==> config.mk <==
export PLATFORM = sky130hd
export DESIGN_NAME = dmac_top
export DESIGN_NICKNAME = d
export VERILOG_FILES = /design/src/dmac_pkg.sv /design/src/dmac_top.sv /design/src/dmac_units.sv
export SDC_FILE = /design/constraint.sdc
export NUM_CORES = 2
export LEC_CHECK = 0
export ABC_AREA = 1
export BUFFER_PORTS_ARGS = -buffer_cell sky130_fd_sc_hd__buf_2
export CAP_MARGIN = 40
export CORE_MARGIN = 3
export CORE_UTILIZATION = 35
export DETAILED_ROUTE_END_ITERATION = 10
export PLACE_DENSITY = 0.56
export SLEW_MARGIN = 10
export SYNTH_ARGS = -nofsm -noshare
export SYNTH_HDL_FRONTEND = slang
export SYNTH_HIERARCHICAL = 1
export SYNTH_SLANG_ARGS = --single-unit
==> constraint.sdc <==
create_clock -name sys_clk -period 11.5 [get_ports sys_clk]
set_clock_uncertainty 0.15 [all_clocks]
set_input_delay 0.575 -clock sys_clk [delete_from_list [all_inputs] [get_ports sys_clk]]
set_output_delay 0.575 -clock sys_clk [all_outputs]
set_load 0.02 [all_outputs]
==> src/dmac_pkg.sv <==
// Shared constants and types for the dual long-word MAC datapath
// Function
// - Both MAC operations finish in one cycle
// - High halves fetched at EA feed unit two
// - Low halves fetched at EA partner address
// - Fixed routing of halves onto four buses
// - Operands sign-extended to 17 bits by default
// - Unsigned keyword zero-extends operand to 17 bits
// - Fractional mode doubles each product
// - Saturate-on-multiply bit governs product overflow
// - Single shift: Y gets unshifted accumulate
// - Single shift: X shifted right 16 first
// - Double shift: both accumulators shifted first
// - Round keyword rounds per rounding mode
// - Overflow sets destination accumulator flag
// - Saturation enable clamps overflowed accumulator
// - Forty-bit keyword acts for one instruction
// - Instruction may run under single repeat
// - Long-word pointer steps by two
package dmac_pkg;
   localparam int ADDR_W = 23;
   localparam int DATA_W = 16;
   localparam int ACC_W = 40;
   localparam int PROD_W = 32;
   localparam int EXT_W = 17;
   localparam int SHIFT_AMT = 16;
   localparam int RND_BITS = 16;
   localparam int RPT_W = 8;
   // Register byte offsets
   localparam logic [7:0] OFS_CTRL = 8'h00;
   localparam logic [7:0] OFS_STATUS = 8'h04;
   localparam logic [7:0] OFS_MASK = 8'h08;
   localparam logic [7:0] OFS_ACCX_LO = 8'h0c;
   localparam logic [7:0] OFS_ACCX_HI = 8'h10;
   localparam logic [7:0] OFS_ACCY_LO = 8'h14;
   localparam logic [7:0] OFS_ACCY_HI = 8'h18;
   localparam logic [7:0] OFS_AUX = 8'h1c;
   localparam logic [7:0] OFS_COEF = 8'h20;
   localparam logic [7:0] OFS_BUSY = 8'h24;
   // Control field positions
   localparam int CTRL_FRAC = 0;
   localparam int CTRL_MSAT = 1;
   localparam int CTRL_RMODE = 2;
   localparam int CTRL_SATEN = 3;
   localparam int CTRL_WIDE = 4;
   // Status and mask field positions
   localparam int ST_OVX = 0;
   localparam int ST_OVY = 1;
   localparam int ST_DONE = 2;
   // Reset values
   localparam logic [4:0] CTRL_RST = 5'h00;
   localparam logic [2:0] MASK_RST = 3'h0;
   // Arithmetic constants
   localparam logic [ADDR_W-1:0] PTR_STEP = 23'h000002;
   localparam logic [RND_BITS-1:0] RND_HALF = 16'h8000;
   localparam logic [ACC_W:0] RND_ADD = 41'h000_0000_8000;
   localparam logic [ACC_W-1:0] SAT40_POS = 40'h7f_ffff_ffff;
   localparam logic [ACC_W-1:0] SAT40_NEG = 40'h80_0000_0000;
   localparam logic [ACC_W-1:0] SAT32_POS = 40'h00_7fff_ffff;
   localparam logic [ACC_W-1:0] SAT32_NEG = 40'hff_8000_0000;
   localparam logic [DATA_W-1:0] MIN_Q15 = 16'h8000;
   localparam logic [PROD_W-1:0] PROD_MAX = 32'h7fff_ffff;
   // Sequencer states
   typedef enum logic [1:0] {
      DMAC_IDLE = 2'b01,
      DMAC_EXEC = 2'b10
   } dmac_fsm_e;
   // Mode bits set by software
   typedef struct packed {
      logic forty_bit_computation_bit;
      logic saturation_enable_bit;
      logic rounding_mode_bit;
      logic saturate_on_multiply_bit;
      logic fractional_mode_bit;
   } dmac_ctrl_s;
   // One issued instruction
   typedef struct packed {
      logic dbl_shift;
      logic uns_data;
      logic uns_coef;
      logic rnd;
      logic forty_bit_kw;
      logic aux_dec;
      logic coef_inc;
      logic [RPT_W-1:0] repeat_cnt;
   } dmac_issue_s;
   // Operand addresses toward memory
   typedef struct packed {
      logic rd;
      logic [ADDR_W-1:0] data_hi;
      logic [ADDR_W-1:0] data_lo;
      logic [ADDR_W-1:0] coef_hi;
      logic [ADDR_W-1:0] coef_lo;
   } dmac_addr_s;
   // Operand data from the four buses
   typedef struct packed {
      logic [DATA_W-1:0] c_data_bus;
      logic [DATA_W-1:0] d_data_bus;
      logic [DATA_W-1:0] b_data_bus;
      logic [DATA_W-1:0] second_b_data_bus;
   } dmac_data_s;
   // Whole state of the top module
   typedef struct packed {
      dmac_fsm_e fsm;
      dmac_ctrl_s ctrl;
      logic [2:0] status;
      logic [2:0] mask;
      logic [ACC_W-1:0] acc_x;
      logic [ACC_W-1:0] acc_y;
      logic [ADDR_W-1:0] aux;
      logic [ADDR_W-1:0] coef;
      dmac_issue_s ins;
      logic [RPT_W-1:0] rpt;
      logic [31:0] rdata;
      logic slverr;
      logic done;
   } dmac_state_s;
endpackage : dmac_pkg

==> src/dmac_top.sv <==
// Dual long-word MAC datapath with APB registers
`timescale 1ns/1ps
`default_nettype none
module dmac_top
   import dmac_pkg::*;
(
   input wire logic sys_clk,
   input wire logic sys_rst,
   input wire logic [7:0] paddr,
   input wire logic psel,
   input wire logic penable,
   input wire logic pwrite,
   input wire logic [31:0] pwdata,
   output logic [31:0] prdata,
   output logic pready,
   output logic pslverr,
   input wire logic issue_valid,
   input wire dmac_issue_s issue,
   output logic issue_ready,
   output dmac_addr_s mem_addr,
   input wire dmac_data_s mem_data,
   output logic done,
   output logic irq
);
   // Registered state and its next value
   dmac_state_s state_q;
   dmac_state_s state_d;

   // Lane wires
   logic [PROD_W-1:0] prod_y; // Unit two product
   logic [PROD_W-1:0] prod_x; // Unit one product
   logic sat_y; // Unit two clamped
   logic sat_x; // Unit one clamped
   logic [ACC_W-1:0] res_y; // New accumulator y
   logic [ACC_W-1:0] res_x; // New accumulator x
   logic ovf_y; // Lane y overflowed
   logic ovf_x; // Lane x overflowed
   logic forty_bit_eff; // Boundary for this instruction
   logic exec; // A pair runs this cycle

   // APB decode
   logic apb_setup; // Setup phase seen
   logic apb_wr; // Write access edge
   logic map_hit; // Address is mapped
   logic [31:0] rd_mux; // Read value chosen
   logic idle; // Free for writes

   assign exec = (state_q.fsm == DMAC_EXEC);
   assign idle = (state_q.fsm == DMAC_IDLE);
   assign apb_setup = psel & ~penable;
   assign apb_wr = psel & penable & pwrite;

   assign forty_bit_eff = state_q.ctrl.forty_bit_computation_bit | state_q.ins.forty_bit_kw;

   // low halves at partner
   // Flipping bit 0 gives EA+1 for even, EA-1 for odd
   always_comb begin
      mem_addr.rd = exec;
      mem_addr.data_hi = state_q.aux;
      mem_addr.data_lo = {state_q.aux[ADDR_W-1:1], ~state_q.aux[0]};
      mem_addr.coef_hi = state_q.coef;
      mem_addr.coef_lo = {state_q.coef[ADDR_W-1:1], ~state_q.coef[0]};
   end

   // high pair from c and b2
   dmac_mul_unit u_mul_two (
      .data(mem_data.c_data_bus),
      .coef(mem_data.second_b_data_bus),
      .uns_data(state_q.ins.uns_data),
      .uns_coef(state_q.ins.uns_coef),
      .fractional_mode_bit(state_q.ctrl.fractional_mode_bit),
      .saturate_on_multiply_bit(state_q.ctrl.saturate_on_multiply_bit),
      .product(prod_y),
      .mul_sat(sat_y)
   );

   // low pair from d and b
   dmac_mul_unit u_mul_one (
      .data(mem_data.d_data_bus),
      .coef(mem_data.b_data_bus),
      .uns_data(state_q.ins.uns_data),
      .uns_coef(state_q.ins.uns_coef),
      .fractional_mode_bit(state_q.ctrl.fractional_mode_bit),
      .saturate_on_multiply_bit(state_q.ctrl.saturate_on_multiply_bit),
      .product(prod_x),
      .mul_sat(sat_x)
   );

   dmac_acc_lane u_lane_y (
      .src_acc(state_q.acc_y),
      .shift_src(state_q.ins.dbl_shift),
      .product(prod_y),
      .rnd(state_q.ins.rnd),
      .rounding_mode_bit(state_q.ctrl.rounding_mode_bit),
      .forty_bit_eff(forty_bit_eff),
      .saturation_enable_bit(state_q.ctrl.saturation_enable_bit),
      .result(res_y),
      .ovf(ovf_y)
   );

   dmac_acc_lane u_lane_x (
      .src_acc(state_q.acc_x),
      .shift_src(1'b1),
      .product(prod_x),
      .rnd(state_q.ins.rnd),
      .rounding_mode_bit(state_q.ctrl.rounding_mode_bit),
      .forty_bit_eff(forty_bit_eff),
      .saturation_enable_bit(state_q.ctrl.saturation_enable_bit),
      .result(res_x),
      .ovf(ovf_x)
   );

   // Register read mux
   always_comb begin
      rd_mux = '0;
      map_hit = 1'b1;
      case (paddr)
         OFS_CTRL: begin
            rd_mux[CTRL_FRAC] = state_q.ctrl.fractional_mode_bit;
            rd_mux[CTRL_MSAT] = state_q.ctrl.saturate_on_multiply_bit;
            rd_mux[CTRL_RMODE] = state_q.ctrl.rounding_mode_bit;
            rd_mux[CTRL_SATEN] = state_q.ctrl.saturation_enable_bit;
            rd_mux[CTRL_WIDE] = state_q.ctrl.forty_bit_computation_bit;
         end
         OFS_STATUS: rd_mux[2:0] = state_q.status;
         OFS_MASK: rd_mux[2:0] = state_q.mask;
         OFS_ACCX_LO: rd_mux = state_q.acc_x[31:0];
         OFS_ACCX_HI: rd_mux[7:0] = state_q.acc_x[ACC_W-1:32];
         OFS_ACCY_LO: rd_mux = state_q.acc_y[31:0];
         OFS_ACCY_HI: rd_mux[7:0] = state_q.acc_y[ACC_W-1:32];
         OFS_AUX: rd_mux[ADDR_W-1:0] = state_q.aux;
         OFS_COEF: rd_mux[ADDR_W-1:0] = state_q.coef;
         // Busy flag and cycles left in the repeat
         OFS_BUSY: begin
            rd_mux[0] = exec;
            rd_mux[8 +: RPT_W] = state_q.rpt;
         end
         default: map_hit = 1'b0;
      endcase
   end

   // Next-state logic for everything
   always_comb begin
      state_d = state_q;
      state_d.done = 1'b0;
      // Read data is latched in setup so it is a flop in access
      if (apb_setup) begin
         state_d.rdata = rd_mux;
         state_d.slverr = ~map_hit;
      end
      // Software writes
      if (apb_wr) begin
         case (paddr)
            OFS_CTRL: begin
               state_d.ctrl.fractional_mode_bit = pwdata[CTRL_FRAC];
               state_d.ctrl.saturate_on_multiply_bit = pwdata[CTRL_MSAT];
               state_d.ctrl.rounding_mode_bit = pwdata[CTRL_RMODE];
               state_d.ctrl.saturation_enable_bit = pwdata[CTRL_SATEN];
               state_d.ctrl.forty_bit_computation_bit = pwdata[CTRL_WIDE];
            end
            // Write one to clear
            OFS_STATUS: state_d.status = state_q.status & ~pwdata[2:0];
            OFS_MASK: state_d.mask = pwdata[2:0];
            default: begin
               // Operand state may only change while idle
               if (idle) begin
                  case (paddr)
                     OFS_ACCX_LO: state_d.acc_x[31:0] = pwdata;
                     OFS_ACCX_HI: state_d.acc_x[ACC_W-1:32] = pwdata[7:0];
                     OFS_ACCY_LO: state_d.acc_y[31:0] = pwdata;
                     OFS_ACCY_HI: state_d.acc_y[ACC_W-1:32] = pwdata[7:0];
                     OFS_AUX: state_d.aux = pwdata[ADDR_W-1:0];
                     OFS_COEF: state_d.coef = pwdata[ADDR_W-1:0];
                     default: state_d.aux = state_q.aux;
                  endcase
               end
            end
         endcase
      end
      // Sequencer
      case (state_q.fsm)
         DMAC_IDLE: begin
            if (issue_valid) begin
               state_d.ins = issue;
               state_d.rpt = issue.repeat_cnt;
               state_d.fsm = DMAC_EXEC;
            end
         end
         DMAC_EXEC: begin
            state_d.acc_y = res_y;
            state_d.acc_x = res_x;
            if (ovf_x) begin
               state_d.status[ST_OVX] = 1'b1;
            end
            if (ovf_y) begin
               state_d.status[ST_OVY] = 1'b1;
            end
            if (state_q.ins.aux_dec) begin
               state_d.aux = state_q.aux - PTR_STEP;
            end
            if (state_q.ins.coef_inc) begin
               state_d.coef = state_q.coef + PTR_STEP;
            end
            if (state_q.rpt == '0) begin
               state_d.fsm = DMAC_IDLE;
               state_d.done = 1'b1;
               state_d.status[ST_DONE] = 1'b1;
            end else begin
               state_d.rpt = state_q.rpt - 1'b1;
            end
         end
         default: state_d.fsm = DMAC_IDLE;
      endcase
      // Synchronous reset
      if (sys_rst) begin
         state_d = '0;
         state_d.fsm = DMAC_IDLE;
         state_d.ctrl = CTRL_RST;
         state_d.mask = MASK_RST;
      end
   end

   // Single state register
   always_ff @(posedge sys_clk) begin
      state_q <= state_d;
   end

   // Outputs
   assign prdata = state_q.rdata;
   assign pslverr = state_q.slverr & psel & penable;
   assign pready = 1'b1; // Zero wait states
   assign issue_ready = idle;
   assign done = state_q.done;
   assign irq = |(state_q.status & state_q.mask);
endmodule : dmac_top
`default_nettype wire

==> src/dmac_units.sv <==
// Multiplier unit and accumulate lane of the dual MAC
`timescale 1ns/1ps
`default_nettype none
module dmac_mul_unit
   import dmac_pkg::*;
(
   input wire logic [DATA_W-1:0] data,
   input wire logic [DATA_W-1:0] coef,
   input wire logic uns_data,
   input wire logic uns_coef,
   input wire logic fractional_mode_bit,
   input wire logic saturate_on_multiply_bit,
   output logic [PROD_W-1:0] product,
   output logic mul_sat
);
   logic signed [EXT_W-1:0] ext_d; // Extended data operand
   logic signed [EXT_W-1:0] ext_c; // Extended coefficient
   logic signed [2*EXT_W-1:0] full; // Raw 34-bit product
   logic [2*EXT_W-1:0] scaled; // After fractional shift
   // Extend, multiply, scale, clamp
   always_comb begin
      ext_d = uns_data ? {1'b0, data} : {data[DATA_W-1], data};
      ext_c = uns_coef ? {1'b0, coef} : {coef[DATA_W-1], coef};
      full = ext_d * ext_c;
      scaled = fractional_mode_bit ? {full[2*EXT_W-2:0], 1'b0} : full;
      mul_sat = saturate_on_multiply_bit & fractional_mode_bit & ~uns_data & ~uns_coef
         & (data == MIN_Q15) & (coef == MIN_Q15);
      // Only the low 32 bits travel on; wrap is intended
      product = mul_sat ? PROD_MAX : scaled[PROD_W-1:0];
   end
endmodule : dmac_mul_unit

module dmac_acc_lane
   import dmac_pkg::*;
(
   input wire logic [ACC_W-1:0] src_acc,
   input wire logic shift_src,
   input wire logic [PROD_W-1:0] product,
   input wire logic rnd,
   input wire logic rounding_mode_bit,
   input wire logic forty_bit_eff,
   input wire logic saturation_enable_bit,
   output logic [ACC_W-1:0] result,
   output logic ovf
);
   logic [ACC_W-1:0] shifted; // Source after optional shift
   logic [ACC_W:0] pre_sum; // One guard bit above 40
   logic [ACC_W:0] sum; // After rounding
   logic inc; // Rounding increment wanted
   // Shift, add, round, detect, saturate
   always_comb begin
      shifted = shift_src
         ? {{SHIFT_AMT{src_acc[ACC_W-1]}}, src_acc[ACC_W-1:SHIFT_AMT]}
         : src_acc;
      pre_sum = {shifted[ACC_W-1], shifted}
         + {{(ACC_W+1-PROD_W){product[PROD_W-1]}}, product};
      // mode 0 up, mode 1 to even
      inc = rnd & ~(rounding_mode_bit & (pre_sum[RND_BITS-1:0] == RND_HALF)
         & ~pre_sum[RND_BITS]);
      sum = inc ? pre_sum + RND_ADD : pre_sum;
      if (rnd) begin
         sum[RND_BITS-1:0] = '0;
      end
      if (forty_bit_eff) begin
         ovf = sum[ACC_W] ^ sum[ACC_W-1];
      end else begin
         ovf = ~((&sum[ACC_W:PROD_W-1]) | ~(|sum[ACC_W:PROD_W-1]));
      end
      if (ovf && saturation_enable_bit) begin
         if (forty_bit_eff) begin
            result = sum[ACC_W] ? SAT40_NEG : SAT40_POS;
         end else begin
            result = sum[ACC_W] ? SAT32_NEG : SAT32_POS;
         end
      end else begin
         result = sum[ACC_W-1:0];
      end
   end
endmodule : dmac_acc_lane
`default_nettype wire
==> flow_metrics.py <==
metrics = {
    "timing": {
        "drv_slew": 0,
        "holdWs_ps": 196,
        "setup_viol": 0,
        "worst_pin_slew_ps": 1100,
        "max-slew-margin-rel_pct": 26.6,
        "timing.final.crit_period_ps": 10790,
        "hold_violations": 0,
        "finalCritPeriodShare_pct": 93.8,
        "max_freq_mhz": 92.7,
    },
    "die": {
        "die_x_um": 370,
        "io_pins": 255,
        "core.rowCount": 132,
        "die_h_um": 370,
        "initial_core_util_pct": 35.5,
        "die-area_mm2": 0.137,
        "coreArea_mm2": 0.130,
    },
    "clocking": {
        "cts_tree": "done",
        "root_buffer": "clkbuf_16",
        "clkSinkCount": 188,
        "clk_pin_slew_ps": 80,
        "cts_setup_buffers": 0,
        "htree_num_levels": 4,
        "cts_buffer_depth": 2,
        "cts_buffers": 17,
        "clk_latency_ps": 500,
    },
    "status": {
        "outcome": "completed",
    },
    "run": {
        "drv_cap": 0,
    },
    "min_path": {
        "min_path_type": "input pin to flop",
        "hold_depth": 3,
    },
    "yosys": {
        "syn_avg_cell_area_um2": 6.30,
        "synthesis.instances": 7343,
        "synth_area_mm2": 0.0463,
        "yosysWarnings": 6,
    },
    "drt": {
        "vias_per_cell": 4.93,
        "drt-wirelength-per-cell_um": 17.9,
        "detail-route-antenna-nets": 0,
        "firstDrtPassIters": 8,
        "wl_um": 161000,
        "drc": 0,
        "drt_iter0_markers": 3903,
        "vias": 44500,
    },
    "setup_path": {
        "slowest_delay_ps": 550,
        "slowest_stage": "fa_1",
        "required_ps": 11780,
        "cp.arrival_ps": 11070,
        "startpoint_type": "flop",
        "worstPathMaxFanout": 15,
        "crit_path_end_kind": "flop",
        "crit_type": "flop to flop",
        "crit_path_frequent_cell": "nand2_1",
        "ff2ff_path_depth": 52,
    },
    "global_routing": {
        "track_usage_pct": 23.3,
        "grt_pass1_wl_um": 251000,
        "antenna_found_initial": 12,
        "grt_overflow": 0,
        "grt_pass1_vias": 43100,
        "grt_max_degree": 75,
    },
    "placed_design": {
        "dpl.hpwl_um": 134000,
        "place.port_buffers": 253,
        "place_congestion": 0.953,
    },
    "finish": {
        "area_growth_pct": 5.04,
        "nFillCells": 14400,
        "fin_nets": 8221,
        "drive_above_1_share_pct": 8.29,
    },
}
stage by stage:
stage / setup WS [ps] / instances / instance area (µm²) / utilization, % / setup TNS, ps
global route: -3.43 / 9030 / 48600 / 37.3 / -4.95
detailed placement: 262 / 8996 / 48000 / 36.8 / 0
global placement: 171 / 8986 / 47800 / 36.6 / 0
CTS: 652 / 9028 / 48600 / 37.2 / 0
floorplan: 1830 / 7345 / 46300 / - / 0
finish: 708 / 9031 / 48600 / 37.3 / 0
metal layers:
layer  part of all wire, %  track usage, %  vias to the layer above  routed length (µm)
met5                0.0081               0                        -                  13
met4                   3.0            6.27                        2                4790
met3                   6.1            2.25                      230                9810
met2                    46            39.0                     1492               74900
met1                    45            32.1                    21100               71900
li1                      -               -                    21700                   -
cell type report:
class / instances / area, µm² / area share, %
Antenna cell: 2 / 5.00 / 0.0103
Clock buffer: 20 / 467 / 0.960
Clock inverter: 12 / 129 / 0.265
Inverter: 1588 / 5960 / 12.3
Multi-Input combinational cell: 5180 / 34400 / 70.7
Sequential cell: 188 / 3770 / 7.75
Tap cell: 1742 / 2180 / 4.48
Timing Repair Buffer: 299 / 1730 / 3.57
worst paths after layout:
kind,start,endpoint,slack [ps]
min,issue[11],state_q[53]$_SDFFE_PP0P_,200
min reg2reg,prdata[19]$_SDFFE_PP0P_,prdata[19]$_SDFFE_PP0P_,320
max,state_q[54]$_SDFFE_PP0P_,state_q[158]$_SDFFE_PP0P_,710
max reg2reg,state_q[54]$_SDFFE_PP0P_,state_q[158]$_SDFFE_PP0P_,710
registers in the layout, indices dropped and copies added (netlist names):
signal    count
done          1
mem_addr     46
prdata       32
state_q     109
critical path: cells and delay by family, from the launching register on:
family                   cells  cell delay [ps]
AO/OA/AOI/OAI                3              780
XOR/XNOR                     1              310
AND/OR/NAND/NOR             32             4000
flip-flops                   1              530
adder cells (fa/ha/maj)      9             4200
buffers and inverters        7              750
placed cells by master (no fill, tap or decap), types with 17 or more instances in the layout:
cell	count
nor3_1	54
buf_4	36
xnor2_1	28
clkbuf_16	17
nand3_1	344
nand2_1	2226
xor2_1	46
nor2_2	36
inv_2	45
ha_1	255
nand2_2	50
nor4_1	20
a21oi_1	250
nand3_2	43
inv_1	1538
dfxtp_1	184
o21ai_0	202
o211ai_1	18
buf_2	255
nand4_1	54
nor2_1	713
nand3b_1	59
fa_1	565
o22ai_1	29
repair_timing:
item                       4_1_cts  5_1_grt
resized for setup                0        5
hold buffers                     0        0
setup endpoints to repair        0       80
Power is not shown: default switching activity piles up to over one toggle a cycle in this logic, so the estimate is an artifact.
